==> config.mk <==
export PLATFORM = sky130hd
export DESIGN_NAME = rf_tag_command_decoder
export DESIGN_NICKNAME = d
export VERILOG_FILES = /design/src/hdl/rf_tag_pkg.sv /design/src/hdl/rf_tag_command_decoder.sv
export SDC_FILE = /design/constraint.sdc
export NUM_CORES = 1
export LEC_CHECK = 0
export BUFFER_PORTS_ARGS = -buffer_cell sky130_fd_sc_hd__buf_4
export CORE_AREA = 2 2 176 351
export DETAILED_ROUTE_END_ITERATION = 10
export DIE_AREA = 0 0 178 353
export PLACE_DENSITY = 0.45
export SYNTH_ARGS = -nofsm -noshare
export SYNTH_HDL_FRONTEND = slang
export SYNTH_SLANG_ARGS = --single-unit
==> constraint.sdc <==
create_clock -name clk -period 3.09 [get_ports clk]
set_clock_uncertainty 0.05 [all_clocks]
set_input_delay 0.1545 -clock clk [delete_from_list [all_inputs] [get_ports clk]]
set_output_delay 0.1545 -clock clk [all_outputs]
set_load 0.05 [all_outputs]
==> src/hdl/rf_tag_pkg.sv <==
// Constants, types and helpers shared by the contactless tag command decoder.
package rf_tag_pkg;

  // Short frame codes, seven bits wide.
  localparam logic [6:0] CMD_REQUEST = 7'h26;
  localparam logic [6:0] CMD_WAKEUP = 7'h52;
  localparam int SHORT_FRAME_BITS = 7;

  // Anticollision and halt prefixes.
  localparam logic [7:0] SEL_CL1 = 8'h93;
  localparam logic [7:0] SEL_CL2 = 8'h95;
  localparam logic [7:0] NVB_ANTICOLL = 8'h20;
  localparam logic [7:0] NVB_SELECT = 8'h70;
  localparam logic [7:0] CMD_HALT = 8'h50;
  localparam logic [7:0] HALT_ARG = 8'h00;

  // Tag memory, data memory and lock commands.
  localparam logic [7:0] CMD_READ = 8'h30;
  localparam logic [7:0] CMD_FAST_READ = 8'h3A;
  localparam logic [7:0] CMD_WRITE = 8'hA2;
  localparam logic [7:0] CMD_COMP_WRITE = 8'hA0;
  localparam logic [7:0] CMD_PASSWORD_CHECK = 8'h1B;
  localparam logic [7:0] CMD_SIGNATURE_READ = 8'h3C;
  localparam logic [7:0] CMD_PAGE_READ_64 = 8'h51;
  localparam logic [7:0] CMD_PAGE_WRITE_64 = 8'h54;
  localparam logic [7:0] CMD_DATA_MEMORY_PASSWORD_CHECK = 8'h40;
  localparam logic [7:0] CMD_GET_READ_LOCK_BITS = 8'h6A;
  localparam logic [7:0] CMD_GET_WRITE_LOCK_BITS = 8'h6C;
  localparam logic [7:0] CMD_SET_READ_LOCK_BITS = 8'h7F;
  localparam logic [7:0] CMD_SET_WRITE_LOCK_BITS = 8'h7E;

  // Four-bit answers.
  localparam logic [7:0] ACK_CODE = 8'h0A;
  localparam logic [7:0] NAK_INVALID_ARG = 8'h00;
  localparam logic [7:0] NAK_CRC_PARITY = 8'h01;
  localparam logic [7:0] NAK_WRITE_FAIL = 8'h05;

  // Fixed replies.
  localparam logic [15:0] ATQA_VALUE = 16'h0044;
  localparam logic [7:0] SAK_CL1 = 8'h04;
  localparam logic [7:0] SAK_CL2 = 8'h00;
  localparam logic [7:0] FIRST_PROTECTED_BLOCK_DISABLED = 8'hFF;

  // Frame lengths in bytes, the trailing two-byte check included except for anticollision, which has none.
  localparam logic [3:0] LEN_ANTICOLL = 4'h2;
  localparam logic [3:0] LEN_HALT = 4'h4;
  localparam logic [3:0] LEN_READ = 4'h4;
  localparam logic [3:0] LEN_FAST_READ = 4'h5;
  localparam logic [3:0] LEN_SELECT = 4'h9;
  localparam int RX_MAX_BYTES = 9;
  localparam logic [3:0] RX_COUNT_MAX = 4'hF;

  // Reply lengths and widths.
  localparam logic [2:0] LEN_ATQA = 3'h2;
  localparam logic [2:0] LEN_UID = 3'h5;
  localparam logic [2:0] LEN_ONE = 3'h1;
  localparam logic [3:0] BITS_BYTE = 4'h8;
  localparam logic [3:0] BITS_NIBBLE = 4'h4;
  localparam logic [8:0] BLOCKS_PER_READ = 9'h004;
  localparam logic [1:0] LAST_BYTE_OF_BLOCK = 2'h3;
  localparam int BUF_DEPTH = 2;

  // Check sequence preset and reflected polynomial.
  localparam logic [15:0] CRC_PRESET = 16'h6363;
  localparam logic [15:0] CRC_POLY = 16'h8408;

  // Frame delay time n=9 in carrier periods, carrier 13.56 MHz, clock 200 MHz.
  localparam int FDT_N = 9;
  localparam int FDT_PER_N = 128;
  localparam int FDT_OFFSET = 84;
  localparam int CARRIER_KHZ = 13560;
  localparam int CLK_MHZ = 200;
  localparam int FDT_MIN_CYC = ((FDT_N * FDT_PER_N + FDT_OFFSET) * CLK_MHZ * 1000 + CARRIER_KHZ - 1) / CARRIER_KHZ;
  localparam int TIMEOUT_US = 5000;
  localparam int TIMEOUT_CYC = TIMEOUT_US * CLK_MHZ;
  localparam int TIMER_W = 21;

  typedef struct packed {
    logic [7:0] data;
    logic [3:0] nbits;
    logic last;
  } tx_entry_t;

  typedef struct packed {
    logic [7:0] last_block;
    logic [7:0] first_protected_block;
    logic protection_level_bit;
    logic [7:0] password_block;
    logic [7:0] password_acknowledge_block;
  } tag_cfg_t;

  typedef struct packed {
    logic valid;
    logic [7:0] code;
    logic [7:0] arg;
  } ext_cmd_t;

  // One byte of the Type A check sequence, low bit first.
  function automatic logic [15:0] crc_a_byte(input logic [15:0] crc, input logic [7:0] b);
    logic [15:0] c;
    c = crc ^ {8'h00, b};
    for (int i = 0; i < 8; i++) begin
      c = c[0] ? ((c >> 1) ^ CRC_POLY) : (c >> 1);
    end
    return c;
  endfunction : crc_a_byte

endpackage : rf_tag_pkg

==> src/hdl/rf_tag_command_decoder.sv <==
// Contactless tag command decoder, responder and read engine.
//
// How it works
// - Bytes travel low bit first both ways.
// - Wake-up short frames get ATQA; request short frames do too unless the tag is halted.
// - Cascade prefixes decode anticollision and select.
// - Sequence 50h 00h halts the tag.
// - Tag memory command codes are accepted.
// - Data memory command codes are accepted.
// - Lock command codes are accepted.
// - Selected tag takes halt or memory commands.
// - Frames framed by start bit and idle.
// - Reply not before n=9, within 5 ms.
// - Four-bit acknowledge and error codes.
// - ATQA 0044h, low byte first.
// - SAK 04h level one, 00h level two.
// - READ returns four blocks, sixteen bytes.
// - Start block beyond memory gets NAK.
// - READ wraps to block zero at end.
// - Protected unauthenticated READ start gets NAK.
// - Unprotected start wraps before protected block.
// - Authenticated tag ignores access protection.
// - Password and acknowledge bytes read as zero.
// - FAST_READ returns blocks start to end.
// - FAST_READ NAKs outside or protected blocks.
// - First protected block FFh disables protection.
// - Protection bit selects read protection.
`timescale 1ns/1ps
module rf_tag_command_decoder
  import rf_tag_pkg::*;
#(
  parameter int unsigned FDT_CYCLES = FDT_MIN_CYC,
  parameter int unsigned TIMEOUT_CYCLES = TIMEOUT_CYC
) (
  input wire logic clk,
  input wire logic rst_n,
  input wire logic rx_bit_valid,
  input wire logic rx_bit,
  input wire logic rx_eof,
  input wire logic rx_parity_err,
  input wire tag_cfg_t cfg,
  input wire logic [39:0] uid_cl1,
  input wire logic [39:0] uid_cl2,
  input wire logic password_check_ok,
  output logic mem_rd_req,
  output logic [7:0] mem_addr,
  input wire logic mem_rd_valid,
  input wire logic [31:0] mem_rdata,
  output ext_cmd_t ext_cmd,
  output logic tx_bit_valid,
  output logic tx_bit,
  output logic tx_eof,
  input wire logic tx_bit_ready,
  output logic selected,
  output logic authenticated
);

  typedef enum logic [3:0] {
    TS_IDLE = 4'b0001,
    TS_READY = 4'b0010,
    TS_ACTIVE = 4'b0100,
    TS_HALT = 4'b1000
  } tag_state_t;

  typedef enum logic [5:0] {
    RS_IDLE = 6'b000001,
    RS_WAIT = 6'b000010,
    RS_FIXED = 6'b000100,
    RS_FETCH = 6'b001000,
    RS_WORD = 6'b010000,
    RS_CRC = 6'b100000
  } resp_state_t;

  // Receive side.
  logic [7:0] rx_shift_r;
  logic [2:0] rx_bitcnt_r;
  logic [3:0] rx_nbytes_r;
  logic [7:0] rx_buf_r [RX_MAX_BYTES];
  logic [15:0] rx_crc_r;
  logic [7:0] rx_byte;

  // Protocol and responder state.
  tag_state_t tag_state_r;
  tag_state_t tag_state_nxt;
  resp_state_t rs_r;
  logic auth_r;
  logic [39:0] fixed_r;
  logic [2:0] fixed_len_r;
  logic [3:0] fixed_bits_r;
  logic add_crc_r;
  logic [2:0] idx_r;
  logic [7:0] blk_r;
  logic [7:0] wrap_r;
  logic [8:0] blocks_left_r;
  logic [31:0] word_r;
  logic [15:0] tx_crc_r;
  logic [TIMER_W-1:0] timer_r;
  logic started_r;

  // Decode results.
  logic dec_go;
  logic dec_fixed;
  logic dec_read;
  logic dec_crc;
  logic [39:0] dec_bytes;
  logic [2:0] dec_len;
  logic [3:0] dec_bits;
  logic [7:0] dec_blk;
  logic [7:0] dec_wrap;
  logic [8:0] dec_count;
  logic dec_halt;
  logic dec_ext;

  // Buffer and serializer.
  tx_entry_t buf_r [BUF_DEPTH];
  logic wr_ptr_r;
  logic rd_ptr_r;
  logic [1:0] buf_cnt_r;
  logic buf_in_ready;
  logic buf_out_valid;
  logic buf_pop;
  logic push;
  tx_entry_t push_entry;
  logic [7:0] ser_shift_r;
  logic [3:0] ser_left_r;
  logic ser_last_r;
  logic ser_busy_r;

  // Compares five received bytes with a cascade level's identifier, byte 0 in the low bits.
  function automatic logic uid_match(input logic [39:0] uid, input logic [39:0] got);
    return uid == got;
  endfunction : uid_match

  assign rx_byte = {rx_bit, rx_shift_r[7:1]};

  // Collects the frame; the running check sequence ends at zero when the trailer is right.
  always_ff @(posedge clk or negedge rst_n) begin
    if (!rst_n) begin
      rx_shift_r <= 8'h00;
      rx_bitcnt_r <= 3'h0;
      rx_nbytes_r <= 4'h0;
      rx_crc_r <= CRC_PRESET;
    end else if (rx_eof) begin
      rx_bitcnt_r <= 3'h0;
      rx_nbytes_r <= 4'h0;
      rx_crc_r <= CRC_PRESET;
    end else if (rx_bit_valid) begin
      rx_shift_r <= rx_byte;
      rx_bitcnt_r <= rx_bitcnt_r + 3'h1;
      if (rx_bitcnt_r == 3'h7) begin
        rx_crc_r <= crc_a_byte(rx_crc_r, rx_byte);
        if (rx_nbytes_r != RX_COUNT_MAX) begin
          rx_nbytes_r <= rx_nbytes_r + 4'h1;
        end
      end
    end
  end

  // Byte store; frames longer than the store keep only their head.
  generate
    for (genvar g = 0; g < RX_MAX_BYTES; g++) begin : g_rxbuf
      always_ff @(posedge clk or negedge rst_n) begin
        if (!rst_n) begin
          rx_buf_r[g] <= 8'h00;
        end else if (rx_bit_valid && !rx_eof && rx_bitcnt_r == 3'h7 && rx_nbytes_r == 4'(g)) begin
          rx_buf_r[g] <= rx_byte;
        end
      end
    end
  endgenerate

  // Frame decoder: picks the next tag state and the reply that follows.
  always_comb begin
    logic short_frame;
    logic crc_ok;
    logic protection_level_bit_on;
    logic [7:0] s;
    logic [7:0] e;
    logic [39:0] sel_uid;
    short_frame = rx_nbytes_r == 4'h0 && rx_bitcnt_r == 3'(SHORT_FRAME_BITS);
    crc_ok = rx_crc_r == 16'h0000 && !rx_parity_err && rx_bitcnt_r == 3'h0;
    protection_level_bit_on = cfg.protection_level_bit && cfg.first_protected_block != FIRST_PROTECTED_BLOCK_DISABLED && !auth_r;
    s = rx_buf_r[1];
    e = rx_buf_r[2];
    sel_uid = {rx_buf_r[6], rx_buf_r[5], rx_buf_r[4], rx_buf_r[3], rx_buf_r[2]};
    tag_state_nxt = tag_state_r;
    dec_fixed = 1'b0;
    dec_read = 1'b0;
    dec_crc = 1'b0;
    dec_bytes = 40'h0;
    dec_len = LEN_ONE;
    dec_bits = BITS_BYTE;
    dec_blk = s;
    dec_wrap = cfg.last_block;
    dec_count = BLOCKS_PER_READ;
    dec_halt = 1'b0;
    dec_ext = 1'b0;
    // wrap just before the protected block
    if (protection_level_bit_on && cfg.first_protected_block <= cfg.last_block) begin
      dec_wrap = cfg.first_protected_block - 8'h01;
    end
    if (short_frame && (rx_shift_r[7:1] == CMD_WAKEUP ||
        (rx_shift_r[7:1] == CMD_REQUEST && tag_state_r != TS_HALT))) begin
      tag_state_nxt = TS_READY;
      dec_fixed = 1'b1;
      dec_bytes = {24'h0, ATQA_VALUE};
      dec_len = LEN_ATQA;
    end else if (tag_state_r == TS_HALT || tag_state_r == TS_IDLE) begin
      tag_state_nxt = tag_state_r;
    end else if (tag_state_r == TS_READY) begin
      tag_state_nxt = TS_IDLE;
      if (rx_nbytes_r == LEN_ANTICOLL && rx_bitcnt_r == 3'h0 && rx_buf_r[1] == NVB_ANTICOLL &&
          (rx_buf_r[0] == SEL_CL1 || rx_buf_r[0] == SEL_CL2)) begin
        tag_state_nxt = TS_READY;
        dec_fixed = 1'b1;
        dec_bytes = (rx_buf_r[0] == SEL_CL1) ? uid_cl1 : uid_cl2;
        dec_len = LEN_UID;
      end else if (rx_nbytes_r == LEN_SELECT && crc_ok && rx_buf_r[1] == NVB_SELECT) begin
        if (rx_buf_r[0] == SEL_CL1 && uid_match(uid_cl1, sel_uid)) begin
          tag_state_nxt = TS_READY;
          dec_fixed = 1'b1;
          dec_crc = 1'b1;
          dec_bytes = {32'h0, SAK_CL1};
        end else if (rx_buf_r[0] == SEL_CL2 && uid_match(uid_cl2, sel_uid)) begin
          tag_state_nxt = TS_ACTIVE;
          dec_fixed = 1'b1;
          dec_crc = 1'b1;
          dec_bytes = {32'h0, SAK_CL2};
        end
      end
    end else begin
      tag_state_nxt = TS_ACTIVE;
      if (!crc_ok || rx_nbytes_r < LEN_HALT) begin
        dec_fixed = 1'b1;
        dec_bytes = {32'h0, NAK_CRC_PARITY};
        dec_bits = BITS_NIBBLE;
      end else if (rx_buf_r[0] == CMD_HALT && rx_buf_r[1] == HALT_ARG && rx_nbytes_r == LEN_HALT) begin
        tag_state_nxt = TS_HALT;
        dec_halt = 1'b1;
      end else if (rx_buf_r[0] == CMD_READ && rx_nbytes_r == LEN_READ) begin
        if (s > cfg.last_block || (protection_level_bit_on && s >= cfg.first_protected_block)) begin
          dec_fixed = 1'b1;
          dec_bytes = {32'h0, NAK_INVALID_ARG};
          dec_bits = BITS_NIBBLE;
        end else begin
          dec_read = 1'b1;
        end
      end else if (rx_buf_r[0] == CMD_FAST_READ && rx_nbytes_r == LEN_FAST_READ) begin
        if (e < s || e > cfg.last_block || (protection_level_bit_on && e >= cfg.first_protected_block)) begin
          dec_fixed = 1'b1;
          dec_bytes = {32'h0, NAK_INVALID_ARG};
          dec_bits = BITS_NIBBLE;
        end else begin
          dec_read = 1'b1;
          dec_wrap = e;
          dec_count = {1'b0, e} - {1'b0, s} + 9'h001;
        end
      // handed to the write, password, signature, page-read and lock logic
      end else if (rx_buf_r[0] == CMD_WRITE || rx_buf_r[0] == CMD_COMP_WRITE ||
                   rx_buf_r[0] == CMD_PASSWORD_CHECK || rx_buf_r[0] == CMD_SIGNATURE_READ ||
                   rx_buf_r[0] == CMD_PAGE_READ_64 || rx_buf_r[0] == CMD_PAGE_WRITE_64 ||
                   rx_buf_r[0] == CMD_DATA_MEMORY_PASSWORD_CHECK ||
                   rx_buf_r[0] == CMD_GET_READ_LOCK_BITS || rx_buf_r[0] == CMD_GET_WRITE_LOCK_BITS ||
                   rx_buf_r[0] == CMD_SET_READ_LOCK_BITS || rx_buf_r[0] == CMD_SET_WRITE_LOCK_BITS) begin
        dec_ext = 1'b1;
      end else begin
        tag_state_nxt = TS_IDLE;
      end
    end
  end

  // Frames arriving while a reply is pending are dropped; the reader must not talk over us.
  assign dec_go = rx_eof && rs_r == RS_IDLE;

  // Tag state.
  always_ff @(posedge clk or negedge rst_n) begin
    if (!rst_n) begin
      tag_state_r <= TS_IDLE;
    end else if (dec_go) begin
      tag_state_r <= tag_state_nxt;
    end
  end

  // authentication flag; a successful check wins over a halt in the same cycle.
  always_ff @(posedge clk or negedge rst_n) begin
    if (!rst_n) begin
      auth_r <= 1'b0;
    end else if (password_check_ok && tag_state_r == TS_ACTIVE) begin
      auth_r <= 1'b1;
    end else if (dec_go && (dec_halt || tag_state_nxt != TS_ACTIVE)) begin
      auth_r <= 1'b0;
    end
  end

  // Commands served elsewhere leave as a one-cycle strobe.
  always_ff @(posedge clk or negedge rst_n) begin
    if (!rst_n) begin
      ext_cmd <= '0;
    end else begin
      ext_cmd.valid <= dec_go && dec_ext;
      if (dec_go && dec_ext) begin
        ext_cmd.code <= rx_buf_r[0];
        ext_cmd.arg <= rx_buf_r[1];
      end
    end
  end

  // Responder pushes; the buffer's ready stalls every step.
  always_comb begin
    push = 1'b0;
    push_entry = '0;
    if (rs_r == RS_FIXED) begin
      push = buf_in_ready;
      push_entry.data = fixed_r[{idx_r, 3'b000} +: 8];
      push_entry.nbits = fixed_bits_r;
      push_entry.last = idx_r == fixed_len_r - 3'h1 && !add_crc_r;
    end else if (rs_r == RS_WORD) begin
      push = buf_in_ready;
      push_entry.data = word_r[{idx_r[1:0], 3'b000} +: 8];
      push_entry.nbits = BITS_BYTE;
    end else if (rs_r == RS_CRC) begin
      push = buf_in_ready;
      push_entry.data = idx_r[0] ? tx_crc_r[15:8] : tx_crc_r[7:0];
      push_entry.nbits = BITS_BYTE;
      push_entry.last = idx_r[0];
    end
  end

  assign mem_rd_req = rs_r == RS_FETCH;
  assign mem_addr = blk_r;

  // Reply sequencer.
  always_ff @(posedge clk or negedge rst_n) begin
    if (!rst_n) begin
      rs_r <= RS_IDLE;
      fixed_r <= 40'h0;
      fixed_len_r <= LEN_ONE;
      fixed_bits_r <= BITS_BYTE;
      add_crc_r <= 1'b0;
      idx_r <= 3'h0;
      blk_r <= 8'h00;
      wrap_r <= 8'h00;
      blocks_left_r <= 9'h000;
      word_r <= 32'h0;
      timer_r <= '0;
      started_r <= 1'b0;
    end else begin
      if (rs_r != RS_IDLE) begin
        timer_r <= timer_r + 1'b1;
      end
      case (rs_r)
        RS_IDLE: begin
          if (dec_go && (dec_fixed || dec_read)) begin
            rs_r <= RS_WAIT;
            fixed_r <= dec_bytes;
            fixed_len_r <= dec_len;
            fixed_bits_r <= dec_bits;
            add_crc_r <= dec_crc || dec_read;
            blk_r <= dec_blk;
            wrap_r <= dec_wrap;
            blocks_left_r <= dec_count;
            idx_r <= 3'h0;
            timer_r <= '0;
            started_r <= dec_fixed;
          end
        end
        RS_WAIT: begin
          // hold the reply until the frame delay
          if (timer_r >= TIMER_W'(FDT_CYCLES - 1)) begin
            rs_r <= started_r ? RS_FIXED : RS_FETCH;
          end
        end
        RS_FIXED: begin
          if (push) begin
            idx_r <= idx_r + 3'h1;
            if (idx_r == fixed_len_r - 3'h1) begin
              idx_r <= 3'h0;
              rs_r <= add_crc_r ? RS_CRC : RS_IDLE;
            end
          end
        end
        RS_FETCH: begin
          // a first fetch of a reply that never answers is abandoned at the time-out
          if (!started_r && timer_r >= TIMER_W'(TIMEOUT_CYCLES - 1)) begin
            rs_r <= RS_IDLE;
          end else if (mem_rd_valid) begin
            started_r <= 1'b1;
            word_r <= mem_rdata;
            if (blk_r == cfg.password_block) begin
              word_r <= 32'h0;
            end else if (blk_r == cfg.password_acknowledge_block) begin
              word_r <= {mem_rdata[31:16], 16'h0000};
            end
            idx_r <= 3'h0;
            rs_r <= RS_WORD;
          end
        end
        RS_WORD: begin
          if (push) begin
            idx_r <= idx_r + 3'h1;
            if (idx_r[1:0] == LAST_BYTE_OF_BLOCK) begin
              idx_r <= 3'h0;
              blocks_left_r <= blocks_left_r - 9'h001;
              blk_r <= (blk_r == wrap_r) ? 8'h00 : blk_r + 8'h01;
              rs_r <= (blocks_left_r == 9'h001) ? RS_CRC : RS_FETCH;
            end
          end
        end
        RS_CRC: begin
          if (push) begin
            idx_r <= idx_r + 3'h1;
            if (idx_r[0]) begin
              idx_r <= 3'h0;
              rs_r <= RS_IDLE;
            end
          end
        end
        default: begin
          rs_r <= RS_IDLE;
        end
      endcase
    end
  end

  // check sequence over the reply bytes
  always_ff @(posedge clk or negedge rst_n) begin
    if (!rst_n) begin
      tx_crc_r <= CRC_PRESET;
    end else if (rs_r == RS_WAIT) begin
      tx_crc_r <= CRC_PRESET;
    end else if (push && rs_r != RS_CRC) begin
      tx_crc_r <= crc_a_byte(tx_crc_r, push_entry.data);
    end
  end

  // Two-entry buffer so a stall at the modulator loses nothing.
  assign buf_in_ready = buf_cnt_r != 2'(BUF_DEPTH);
  assign buf_out_valid = buf_cnt_r != 2'h0;
  assign buf_pop = buf_out_valid && !ser_busy_r;

  always_ff @(posedge clk or negedge rst_n) begin
    if (!rst_n) begin
      wr_ptr_r <= 1'b0;
      rd_ptr_r <= 1'b0;
      buf_cnt_r <= 2'h0;
      buf_r[0] <= '0;
      buf_r[1] <= '0;
    end else begin
      if (push) begin
        buf_r[wr_ptr_r] <= push_entry;
        wr_ptr_r <= ~wr_ptr_r;
      end
      if (buf_pop) begin
        rd_ptr_r <= ~rd_ptr_r;
      end
      buf_cnt_r <= buf_cnt_r + 2'(push) - 2'(buf_pop);
    end
  end

  // serializer, low bit first; the end marker follows the last bit.
  always_ff @(posedge clk or negedge rst_n) begin
    if (!rst_n) begin
      ser_shift_r <= 8'h00;
      ser_left_r <= 4'h0;
      ser_last_r <= 1'b0;
      ser_busy_r <= 1'b0;
      tx_eof <= 1'b0;
    end else begin
      tx_eof <= 1'b0;
      if (buf_pop) begin
        ser_shift_r <= buf_r[rd_ptr_r].data;
        ser_left_r <= buf_r[rd_ptr_r].nbits;
        ser_last_r <= buf_r[rd_ptr_r].last;
        ser_busy_r <= 1'b1;
      end else if (ser_busy_r && tx_bit_ready) begin
        ser_shift_r <= {1'b0, ser_shift_r[7:1]};
        ser_left_r <= ser_left_r - 4'h1;
        if (ser_left_r == 4'h1) begin
          ser_busy_r <= 1'b0;
          tx_eof <= ser_last_r;
        end
      end
    end
  end

  assign tx_bit_valid = ser_busy_r;
  assign tx_bit = ser_shift_r[0];
  assign selected = tag_state_r == TS_ACTIVE;
  assign authenticated = auth_r;

endmodule : rf_tag_command_decoder

==> results of run 1 <==
[metal layers]
metal | GRT usage, % | vias to the layer above | wire [um]
met5 | 0 | - | 16
met4 | 6.08 | 2 | 1810
met3 | 2.05 | 81 | 2310
met2 | 32.9 | 348 | 29600
met1 | 24.1 | 7222 | 25600
li1 | - | 7292 | -
[kinds of logic after synthesis]
family / after synthesis / share of synthesized area (%)
AOI/OAI and AO/OA: 359 / 12.5
xor gates and xnor gates: 194 / 9.51
adders and majority gates: 83 / 5.98
buffers and inverters: 159 / 3.49
DFF: 299 / 42.0
muxes: 165 / 11.0
and+or+nand+nor: 576 / 15.5
[how the worst min path moves through the flow]
stage          cells past startpoint  slack (ns)     endpoint
2_1_floorplan                      0       -0.19    add_crc_r
3_3_place_gp                       1        0.14    wrap_r[4]
3_5_place_dp                       1        0.14    wrap_r[7]
4_1_cts                            3       0.001  fixed_r[35]
5_1_grt                            3        0.02  fixed_r[32]
6_report                           3        0.02  fixed_r[32]
[placed cells by master, fill, tap and decap left out, drive strengths merged, types with 6 or more instances in the layout]
| master | n |
|---|---|
| a21o | 7 |
| a21oi | 85 |
| a221o | 12 |
| a22oi | 7 |
| a31oi | 14 |
| and2 | 13 |
| and3 | 18 |
| buf | 360 |
| clkbuf | 46 |
| clkinv | 11 |
| dfrtp | 279 |
| dfstp | 20 |
| dlygate4sd3 | 77 |
| ha | 79 |
| inv | 66 |
| mux2 | 85 |
| mux2i | 64 |
| mux4 | 16 |
| nand2 | 237 |
| nand2b | 9 |
| nand3 | 57 |
| nand3b | 6 |
| nand4 | 37 |
| nor2 | 94 |
| nor2b | 18 |
| nor3 | 25 |
| nor4 | 25 |
| o21ai | 131 |
| o22a | 9 |
| o22ai | 6 |
| o31ai | 42 |
| xnor2 | 131 |
| xor2 | 63 |
[timing repair]
action / 4_1_cts / 5_1_grt
hold endpoints to repair: 137 / 0
gates cloned: 10 / 2
hold buffers: 77 / 0
endpoints found under the setup margin: 95 / 104
buffers inserted: 8 / 8
resized for setup: 76 / 45
pin swaps: 28 / 16
[where the power goes]
| group | total, mW | switching, mW | internal [mW] |
|---|---|---|---|
| registers | 4.85 | 0.442 | 4.40 |
| logic | 4.10 | 2.23 | 1.87 |
| clock network | 4.06 | 1.75 | 2.31 |
| total | 13.0 | 4.42 | 8.58 |
[metrics by stage]
stage | hold slack, ns | setup WS (ns)
global route | 0.0242 | -0.199
global placement | 0.142 | -0.268
finish | 0.0168 | -0.0761
floorplan | -0.191 | 0.133
detailed placement | 0.145 | -0.297
CTS | 0.00108 | -0.0672
[layout make-up]
cell class | instances | area share [%]
Clock inverter | 15 | 0.632
Timing Repair Buffer | 439 | 16.4
Multi-Input combinational cell | 1378 | 42.6
Clock buffer | 44 | 3.88
Tap cell | 780 | 4.08
Sequential cell | 299 | 31.4
Inverter | 64 | 1.00
[critical path: stages, from the launching register on]
cell and delay [ns]:
dfrtp_1 0.41, or4_4 0.53, or3_4 0.38, nor4_4 0.33, and4_1 0.27, or3_4 0.15
o22a_4 0.14, buf_6 0.12, a21oi_4 0.08, buf_6 0.17, nand2_4 0.10, mux2_4 0.32
[flip-flops by register name, indices dropped and copies added, names as in the netlist, 9 cells and up]
register,flops
rx_buf_r,48
tx_crc_r,16
ext_cmd,17
buf_r,22
fixed_r,40
timer_r,21
word_r,32
rx_crc_r,16
blocks_left_r,9
==> key figures, run 1 <==
Outcome
  • Status: finished, violations left
  • Failing checks: setup timing

Worst setup path
  • CP Launch Type: register
  • FF-to-FF path depth: 11
  • R2r endpoint: blocks_left_r[1]
  • RR Startpoint: dec_blk[2]
  • Critical Path Sink Type: register
  • Reg2reg setup slack: -0.08 ns
  • Crit-path max FO: 4
  • CP startpoint: dec_blk[2]
  • WP data arrival: 3.52 ns
  • Crit path to: blocks_left_r[1]
  • Crit path kind: reg2reg
  • CP required: 3.44 ns

Synth
  • Top cells by area, synth: dfrtp_1 39%, xnor2_1 6.4%, ha_1 5.5%
  • Mapped Nets: 2072
  • Yosys top cell area share: 39.1%
  • Largest area contributor in the netlist: dfrtp_1
  • YS warnings: 0
  • #FFs+latches synth: 299
  • Most frequent cells after synthesis: 279 x dfrtp_1, 236 x nand2_1, 131 x xnor2_1
  • Distinct cell type count after synthesis: 78
  • Asr flop ratio synth: 100%
  • Dominant cell by count in the synthesized netlist: dfrtp_1
  • Most used flip-flop cell after synthesis: dfrtp_1
  • Mapped cell area: 0.0179 mm2
  • Average size of a mapped cell: 9.74 um2
  • Post-synth EDFFs: 0
  • Sequential area share after synthesis: 42.0%
  • Post-synthesis cell count: 1835

Placed design
  • Placed inst area: 0.0212 mm2
  • DP Wirelength: 44000 um
  • PortBufs: 184
  • Routability cong.: 0.827
  • Dpl cells: 2858

Global routing
  • GRT overflow: 0
  • First-pass GRT wire length: 91500 um
  • Tot GR Track Use: 18.9%
  • Initial antenna violation count: 1
  • Largest net degree at the start of global routing: 75
  • Vias in the first global route: 15600

Final layout
  • Share of cells above drive strength 1: 28.2%
  • Design area: 0.0239 mm2
  • Multi-input gate area: 0.0102 mm2
  • N_diodes: 0
  • Area grow syn2layout: 34.0%
  • # fillers: 6023
  • Nets@finish: 2453
  • Sequential cell area: 0.00751 mm2
  • Final core utilization: 39.7%
  • Finished Layout Cells: 3019

Floorplan
  • Die width: 178 um
  • Rows: 128
  • Initial Utilization: 29.6%
  • Die Y: 353 um
  • IO Pins: 185
  • Die area: 0.0628 mm2
  • Core area: 0.0604 mm2

Timing
  • Min Tclk post-route: 3.17 ns
  • Fin crit share: 102%
  • Worst slew pin tran: 0.823 ns
  • Final Worst Setup Slack: -0.0761 ns
  • Setup TNS: -0.567 ns
  • Fin. Hold Viols: 0
  • Max_slew headroom: 45.0%
  • Fmax: 316 MHz
  • Setup violators final: 17
  • Slew Viols, Final: 0
  • RSZ-0062 raised after global routing: true

Clock tree
  • Worst-path clk slew: 0.06 ns
  • Clock buffer count from CTS: 34
  • CTS tree: done
  • Clk root buf: clkbuf_16
  • Later-pin clock latency in the skew report: 0.53 ns
  • CTS Sinks: 299
  • H-tree depth: 2
  • Maximum clock insertion buffer count: 3

Power
  • Worst VDD drop: 333 uV
  • Final Total Pwr: 13.0 mW
  • Leak: 11.0 nW
  • Cell Pwr Density: 543 mW/mm2

Drt
  • Drt pass-1 iters: 8
  • Routed len/inst: 19.6 um
  • Remaining DRCs: 0
  • Post-Route WL: 59300 um
  • Initial drt markers: 694
  • Antenna-violating nets left: 0
  • Mean number of vias per cell: 4.95
  • DR vias: 14900

Run
  • Max cap viols: 0

Min path
  • Hold Path Class: in2reg
  • Hold Crit Start: uid_cl1[32]
(Power assumes the default switching activity.)
==> run 2, diff against run 1 <==
CORE_AREA = 2 2 248 250   (was 2 2 176 351)
DIE_AREA = 0 0 250 252   (was 0 0 178 353)
PLACE_DENSITY = 0.44   (was 0.45)
==> key figures, run 2 (synthesized netlist as in run 1, its figures left out) <==
Placed design
  • Routability cong.: 0.872 (+5.5%)
  • PortBufs: 184 (unchanged)
  • Place WS: -0.212 ns (+0.0847 ns)
  • DP Wirelength: 44800 um (+1.7%)
  • Dpl cells: 2863 (+0.17%)
  • Placed inst area: 0.0212 mm2 (about the same)

Worst setup path
  • WP data arrival: 3.50 ns (-0.02 ns)
  • RR Startpoint: dec_blk[0]
  • Reg2reg setup slack: -0.03 ns (+0.05 ns)
  • FF-to-FF path depth: 10 (-1)
  • Max incr delay on CP: 0.43 ns (-0.10 ns)
  • Critical-path cell list: buf_6 -> or4_4 -> or3_4 -> nor4_4 -> and4b_1 -> or3_4 -> o22a_4 -> a211o_1 -> and3_4 -> mux2_4
  • R2r endpoint: idx_r[0]
  • CP required: 3.47 ns (+0.03 ns)
  • Crit path kind: reg2reg
  • Crit-path max FO: 3 (-1)
  • Critical path's slowest cell: or3_4
  • CP Launch Type: register
  • Critical Path Sink Type: register
  • CP most frequent cell: or3_4

Floorplan
  • Initial Utilization: 29.7% (+0.12 points)
  • Die width: 250 um (+40%)
  • IO Pins: 185 (unchanged)
  • Rows: 90 (-30%)
  • Core area: 0.0601 mm2 (-0.41%)
  • Die area: 0.0630 mm2 (+0.26%)
  • Die Y: 252 um (-29%)

Clock tree
  • Later-pin clock latency in the skew report: 0.57 ns (+0.04 ns)
  • Clock buffer count from CTS: 38 (+12%)
  • Clk root buf: clkbuf_16
  • H-tree depth: 2 (unchanged)
  • CTS tree: done
  • Maximum clock insertion buffer count: 3 (unchanged)
  • Worst-path clk slew: 0.06 ns (about the same)
  • CTS Sinks: 299 (unchanged)

Final layout
  • Area grow syn2layout: 35.8%
  • N_diodes: 0 (unchanged)
  • Final core utilization: 40.3% (+0.69 points)
  • Most frequent cells in the layout: 330 x buf_4, 273 x dfrtp_1, 196 x nand2_1
  • Max reg flops: 48 (unchanged)
  • Nets@finish: 2480 (+1.1%)
  • Finished Layout Cells: 3054 (+1.2%)
  • Leading registers by flop count: rx_buf_r x48, fixed_r x40, word_r x32
  • Commonest non-fill, non-tap cell in the layout: buf_4
  • Share of cells above drive strength 1: 28.7% (+0.51 points)
  • Design area: 0.0243 mm2 (+1.3%)
  • # fillers: 5970 (-0.88%)
  • Largest Register: rx_buf_r

Drt
  • Drt pass-1 iters: 5 (-3)
  • Remaining DRCs: 0 (unchanged)
  • Mean number of vias per cell: 5.00 (+1.0%)
  • Post-Route WL: 60900 um (+2.6%)
  • Antenna-violating nets left: 0 (unchanged)
  • Initial drt markers: 980 (+41%)
  • DR vias: 15300 (+2.2%)
  • Routed len/inst: 19.9 um (+1.4%)

Timing
  • Final hold slack: -0.00322 ns (-0.0201 ns)
  • Min Tclk post-route: 3.12 ns (-0.0484 ns)
  • Worst slew pin tran: 1.16 ns (+0.337 ns)
  • Setup violators final: 6 (-11)
  • Max_slew headroom: 21.9% (-23 points)
  • Setup TNS: -0.0998 ns (+0.467 ns)
  • RSZ-0062 raised after global routing: true
  • Slew Viols, Final: 0 (unchanged)
  • Fin. Hold Viols: 2 (+2)
  • Final Worst Setup Slack: -0.0277 ns (+0.0484 ns)
  • Fmax: 321 MHz (+1.6%)
  • Fin crit share: 101% (-1.6 points)

Run
  • Max cap viols: 0 (unchanged)

Min path
  • Hold Crit Start: cfg[29]
  • Hold endpoint: wrap_r[4]
  • Worst hold stages: 5 (+2)
  • Hold Path Class: in2reg

Outcome
  • Failing checks: hold timing, setup timing
  • Status: finished, violations left

Global routing
  • Largest net degree at the start of global routing: 81 (+8.0%)
  • First-pass GRT wire length: 94700 um (+3.5%)
  • Vias in the first global route: 15900 (+2.1%)
  • GRT overflow: 0 (unchanged)
  • Tot GR Track Use: 19.3% (+0.45 points)
  • Initial antenna violation count: 0 (-1)

Power
  • Final Total Pwr: 13.3 mW (+2.3%)
  • Worst VDD drop: 373 uV (+12%)
  • Leak: 11.1 nW (+1.1%)
  • Cell Pwr Density: 548 mW/mm2 (+0.99%)
[run 2: cell type report]
| type | instances | area (um2) | share of cell area, % |
|---|---|---|---|
| clock buffers | 59 | 1070 | 4.41 |
| repair buffers | 462 | 4060 | 16.7 |
| multi-input cells | 1378 | 10300 | 42.5 |
| inverters | 64 | 240 | 0.990 |
| clock inverters | 10 | 96.3 | 0.397 |
| well taps | 782 | 978 | 4.03 |
| flip-flops and latches | 299 | 7510 | 31.0 |
[run 2: worst max-delay path, delay by kind of cell (launching register included)]
kind,cells,cell delay [ns]
buf+inv,1,0.13
flops,1,0.40
compound gates,2,0.32
mux,1,0.30
simple gates,6,1.79
[run 2: worst max-delay path by stage]
stage | start | end | slack (ns) | cells past startpoint
6_report | dec_blk[0] | idx_r[0] | -0.03 | 10
5_1_grt | dec_blk[0] | fixed_r[37] | -0.12 | 11
4_1_cts | rx_bitcnt_r[0] | fixed_bits_r[3] | -0.03 | 12
3_5_place_dp | rx_bitcnt_r[0] | idx_r[0] | -0.21 | 11
3_3_place_gp | rx_buf_r[53] | mem_addr[7] | -0.14 | 13
2_1_floorplan | rx_bitcnt_r[0] | idx_r[0] | 0.13 | 11
[run 2: what timing repair did]
action / in CTS / in global routing
hold buffers: 100 / 0
gates cloned: 6 / 3
pin swaps: 12 / 30
setup buffers: 8 / 6
hold endpoints to repair: 158 / 0
setup endpoints to repair: 91 / 111
resized for setup: 38 / 117
[run 2: metal layers]
layer / up-vias / global-route usage, % / part of all wire (%)
met5: - / 0 / 0
met1: 7498 / 26.0 / 46
met3: 95 / 2.79 / 3.9
met2: 338 / 31.9 / 47
li1: 7339 / - / -
met4: 0 / 6.45 / 2.9
[run 2: power by group]
part | leakage [nW] | switching (mW) | total (mW) | internal [mW]
Sequential | 4.00 | 0.479 | 4.89 | 4.41
Clock | 0.567 | 1.80 | 4.28 | 2.48
Combinational | 6.57 | 2.27 | 4.14 | 1.87
==> run 3, diff against run 2 <==
ABC_AREA = 1   (was not set)
CORE_AREA = 2 2 254 256   (was 2 2 248 250)
DIE_AREA = 0 0 256 258   (was 0 0 250 252)
==> key figures, run 3 <==
Outcome
  • Status: completed

Final layout
  • Area grow syn2layout: 26.3%
  • Max reg flops: 48 (unchanged)
  • N_diodes: 0 (unchanged)
  • Commonest non-fill, non-tap cell in the layout: nand2_1
  • Share of cells above drive strength 1: 13.9% (-15 points)
  • Most frequent cells in the layout: 616 x nand2_1, 283 x inv_1, 275 x dfrtp_1
  • Leading registers by flop count: rx_buf_r x48, fixed_r x40, word_r x32
  • Final core utilization: 37.4% (-2.9 points)
  • Nets@finish: 3032 (+22%)
  • Largest Register: rx_buf_r
  • # fillers: 6651 (+11%)

Worst setup path
  • Max incr delay on CP: 0.47 ns (+0.04 ns)
  • WP data arrival: 3.30 ns (-0.20 ns)
  • R2r endpoint: blocks_left_r[3]
  • Top delay family on crit path: simple AND/OR/NAND/NOR gates
  • Critical path's slowest cell: dfrtp_1
  • Crit path kind: reg2reg
  • Reg2reg setup slack: 0.21 ns (+0.24 ns)
  • Critical Path Sink Type: register
  • Critical-path cell list: ha_1 -> fa_1 -> a31o_2 -> o21bai_1 -> nand3_1 -> nor2_1 -> o21ai_1 -> nand3_2 -> nand2_8 -> nand2_4 -> nand2_4 -> nand2_1 -> o21ai_1
  • FF-to-FF path depth: 13 (+3)
  • Crit-path max FO: 23 (+20)
  • CP Launch Type: register
  • CP startpoint: rx_buf_r[52]
  • CP Buf/Inv Count: 0 (-1)
  • RR Startpoint: rx_buf_r[52]
  • CP required: 3.51 ns (+0.04 ns)

Synth
  • Mapped cell area: 0.0188 mm2 (+5.4%)
  • Asr flop ratio synth: 100% (unchanged)
  • Sequential area share after synthesis: 39.8% (-2.2 points)
  • Most used flip-flop cell after synthesis: dfrtp_1
  • Post-synth EDFFs: 0 (unchanged)
  • Yosys top cell area share: 37.0% (-2.0 points)
  • Distinct cell type count after synthesis: 58 (-26%)
  • YS warnings: 0 (unchanged)
  • #FFs+latches synth: 299 (unchanged)
  • Post-synthesis cell count: 2496 (+36%)
  • Most frequent cells after synthesis: 617 x nand2_1, 284 x inv_1, 279 x dfrtp_1
  • Largest area contributor in the netlist: dfrtp_1
  • Dominant cell by count in the synthesized netlist: nand2_1
  • Top cells by area, synth: dfrtp_1 37%, nand2_1 12%, o21ai_0 6.7%
  • Average size of a mapped cell: 7.55 um2 (-22%)
  • Mapped Nets: 2733 (+32%)

Timing
  • Max_slew headroom: 37.5% (+16 points)
  • Worst slew pin tran: 0.929 ns (-0.230 ns)
  • Min Tclk post-route: 2.88 ns (-0.238 ns)
  • Fmax: 347 MHz (+8.3%)
  • Fin. Hold Viols: 0 (-2)
  • Final hold slack: 0.0283 ns (+0.0315 ns)
  • RSZ-0062 raised after global routing: true
  • Setup TNS: 0 ns (+0.0998 ns)
  • Setup violators final: 0 (-6)
  • Slew Viols, Final: 0 (unchanged)
  • Fin crit share: 93.2% (-7.7 points)

Power
  • Final Total Pwr: 17.3 mW (+30%)
  • Leak: 11.5 nW (+3.5%)
  • Worst VDD drop: 347 uV (-7.1%)
  • Cell Pwr Density: 725 mW/mm2 (+32%)

Global routing
  • Largest net degree at the start of global routing: 92 (+14%)
  • Initial antenna violation count: 4 (+4)
  • Vias in the first global route: 17400 (+9.6%)
  • Tot GR Track Use: 19.7% (+0.35 points)
  • First-pass GRT wire length: 103000 um (+8.3%)
  • GRT overflow: 0 (unchanged)

Min path
  • Hold endpoint: fixed_r[29]
  • Hold Path Class: in2reg
  • Hold Crit Start: uid_cl2[29]
  • Worst hold stages: 5 (unchanged)

Clock tree
  • Later-pin clock latency in the skew report: 0.57 ns (about the same)
  • CTS Sinks: 299 (unchanged)
  • Clk root buf: clkbuf_16
  • CTS tree: done
  • Clock buffer count from CTS: 41 (+7.9%)
  • H-tree depth: 2 (unchanged)
  • Maximum clock insertion buffer count: 3 (unchanged)
  • Worst-path clk slew: 0.06 ns (about the same)

Drt
  • Remaining DRCs: 0 (unchanged)
  • Initial drt markers: 1148 (+17%)
  • DR vias: 17500 (+15%)
  • Drt pass-1 iters: 7 (+2)
  • Mean number of vias per cell: 4.77 (-4.7%)
  • Routed len/inst: 17.8 um (-11%)
  • Post-Route WL: 65400 um (+7.5%)
  • Antenna-violating nets left: 0 (unchanged)

Floorplan
  • Initial Utilization: 29.6% (-0.11 points)
  • Die width: 256 um (+2.4%)
  • Core area: 0.0636 mm2 (+5.8%)
  • Rows: 93 (+3.3%)
  • Die area: 0.0660 mm2 (+4.8%)
  • Die Y: 258 um (+2.4%)
  • IO Pins: 185 (unchanged)

Placed design
  • Routability cong.: 0.890 (+2.0%)
  • PortBufs: 184 (unchanged)
  • DP Wirelength: 49700 um (+11%)

Run
  • Max cap viols: 0 (unchanged)
## run 3: final cells by class
cell class / instances / area (um2) / share of cell area, %
sequential: 299 / 7510 / 31.6
inverter: 301 / 1130 / 4.75
clock inverter: 11 / 159 / 0.667
timing repair buffer: 347 / 2950 / 12.4
multi-input combinational: 1805 / 9770 / 41.0
clock buffer: 63 / 1220 / 5.12
tap: 855 / 1070 / 4.49
## run 3: report_power, final
group / total, mW / switching [mW] / internal, mW
clock: 4.86 / 1.89 / 2.97
combinational: 6.73 / 4.19 / 2.54
sequential: 5.68 / 0.864 / 4.82
## run 3: tightest hold or removal path: cells and delay by family
family          cells  cell delay (ns)
compound gates      2             0.22
simple gates        2             0.14
buf+inv             1             0.10
## run 3: how the worst max path moves through the flow
stage                             to  slack (ns)  cells after the start
CTS                        wrap_r[7]        0.04                     12
floorplan              authenticated        0.52                      4
global placement           wrap_r[7]      -0.004                     15
finish              blocks_left_r[3]        0.21                     13
detailed placement         wrap_r[7]       -0.03                     12
global route             mem_addr[3]     -0.0001                     18
## run 3: timing repair
item                                    4_1_cts  5_1_grt
endpoints found under the setup margin        1       70
endpoints found under the hold margin       133        0
buffers inserted                              0        0
resized for setup                             1        9
gates cloned                                  0        0
hold buffers                                 96        0
## run 3: through the flow
step                std cells  setup slack [ns]  instance area [um2]
finish                   3681             0.210                23800
global route             3681         -0.000118                23800
CTS                      3681            0.0446                23800
detailed placement       3511           -0.0297                21400
global placement         3511          -0.00366                21400
floorplan                2496             0.524                18800
## run 3: cell families (layout without fill, tap and decap cells)
group / after synthesis / count (layout) / share of synthesized area [%]
xor gates and xnor gates: 156 / 156 / 7.29
AOI/OAI and AO/OA: 447 / 447 / 13.1
buffers and inverters: 392 / 722 / 8.46
and+or+nand+nor: 1119 / 1119 / 25.7
adders and majority gates: 83 / 83 / 5.67
DFF: 299 / 299 / 39.8
## run 3: metal layers
layer,global-route usage [%],vias up,share of wire (%)
met1,26.8,8353,47
met3,2.58,83,3.7
met2,33.0,338,47
met5,0,-,0.081
met4,4.94,8,2.2
li1,-,8765,-
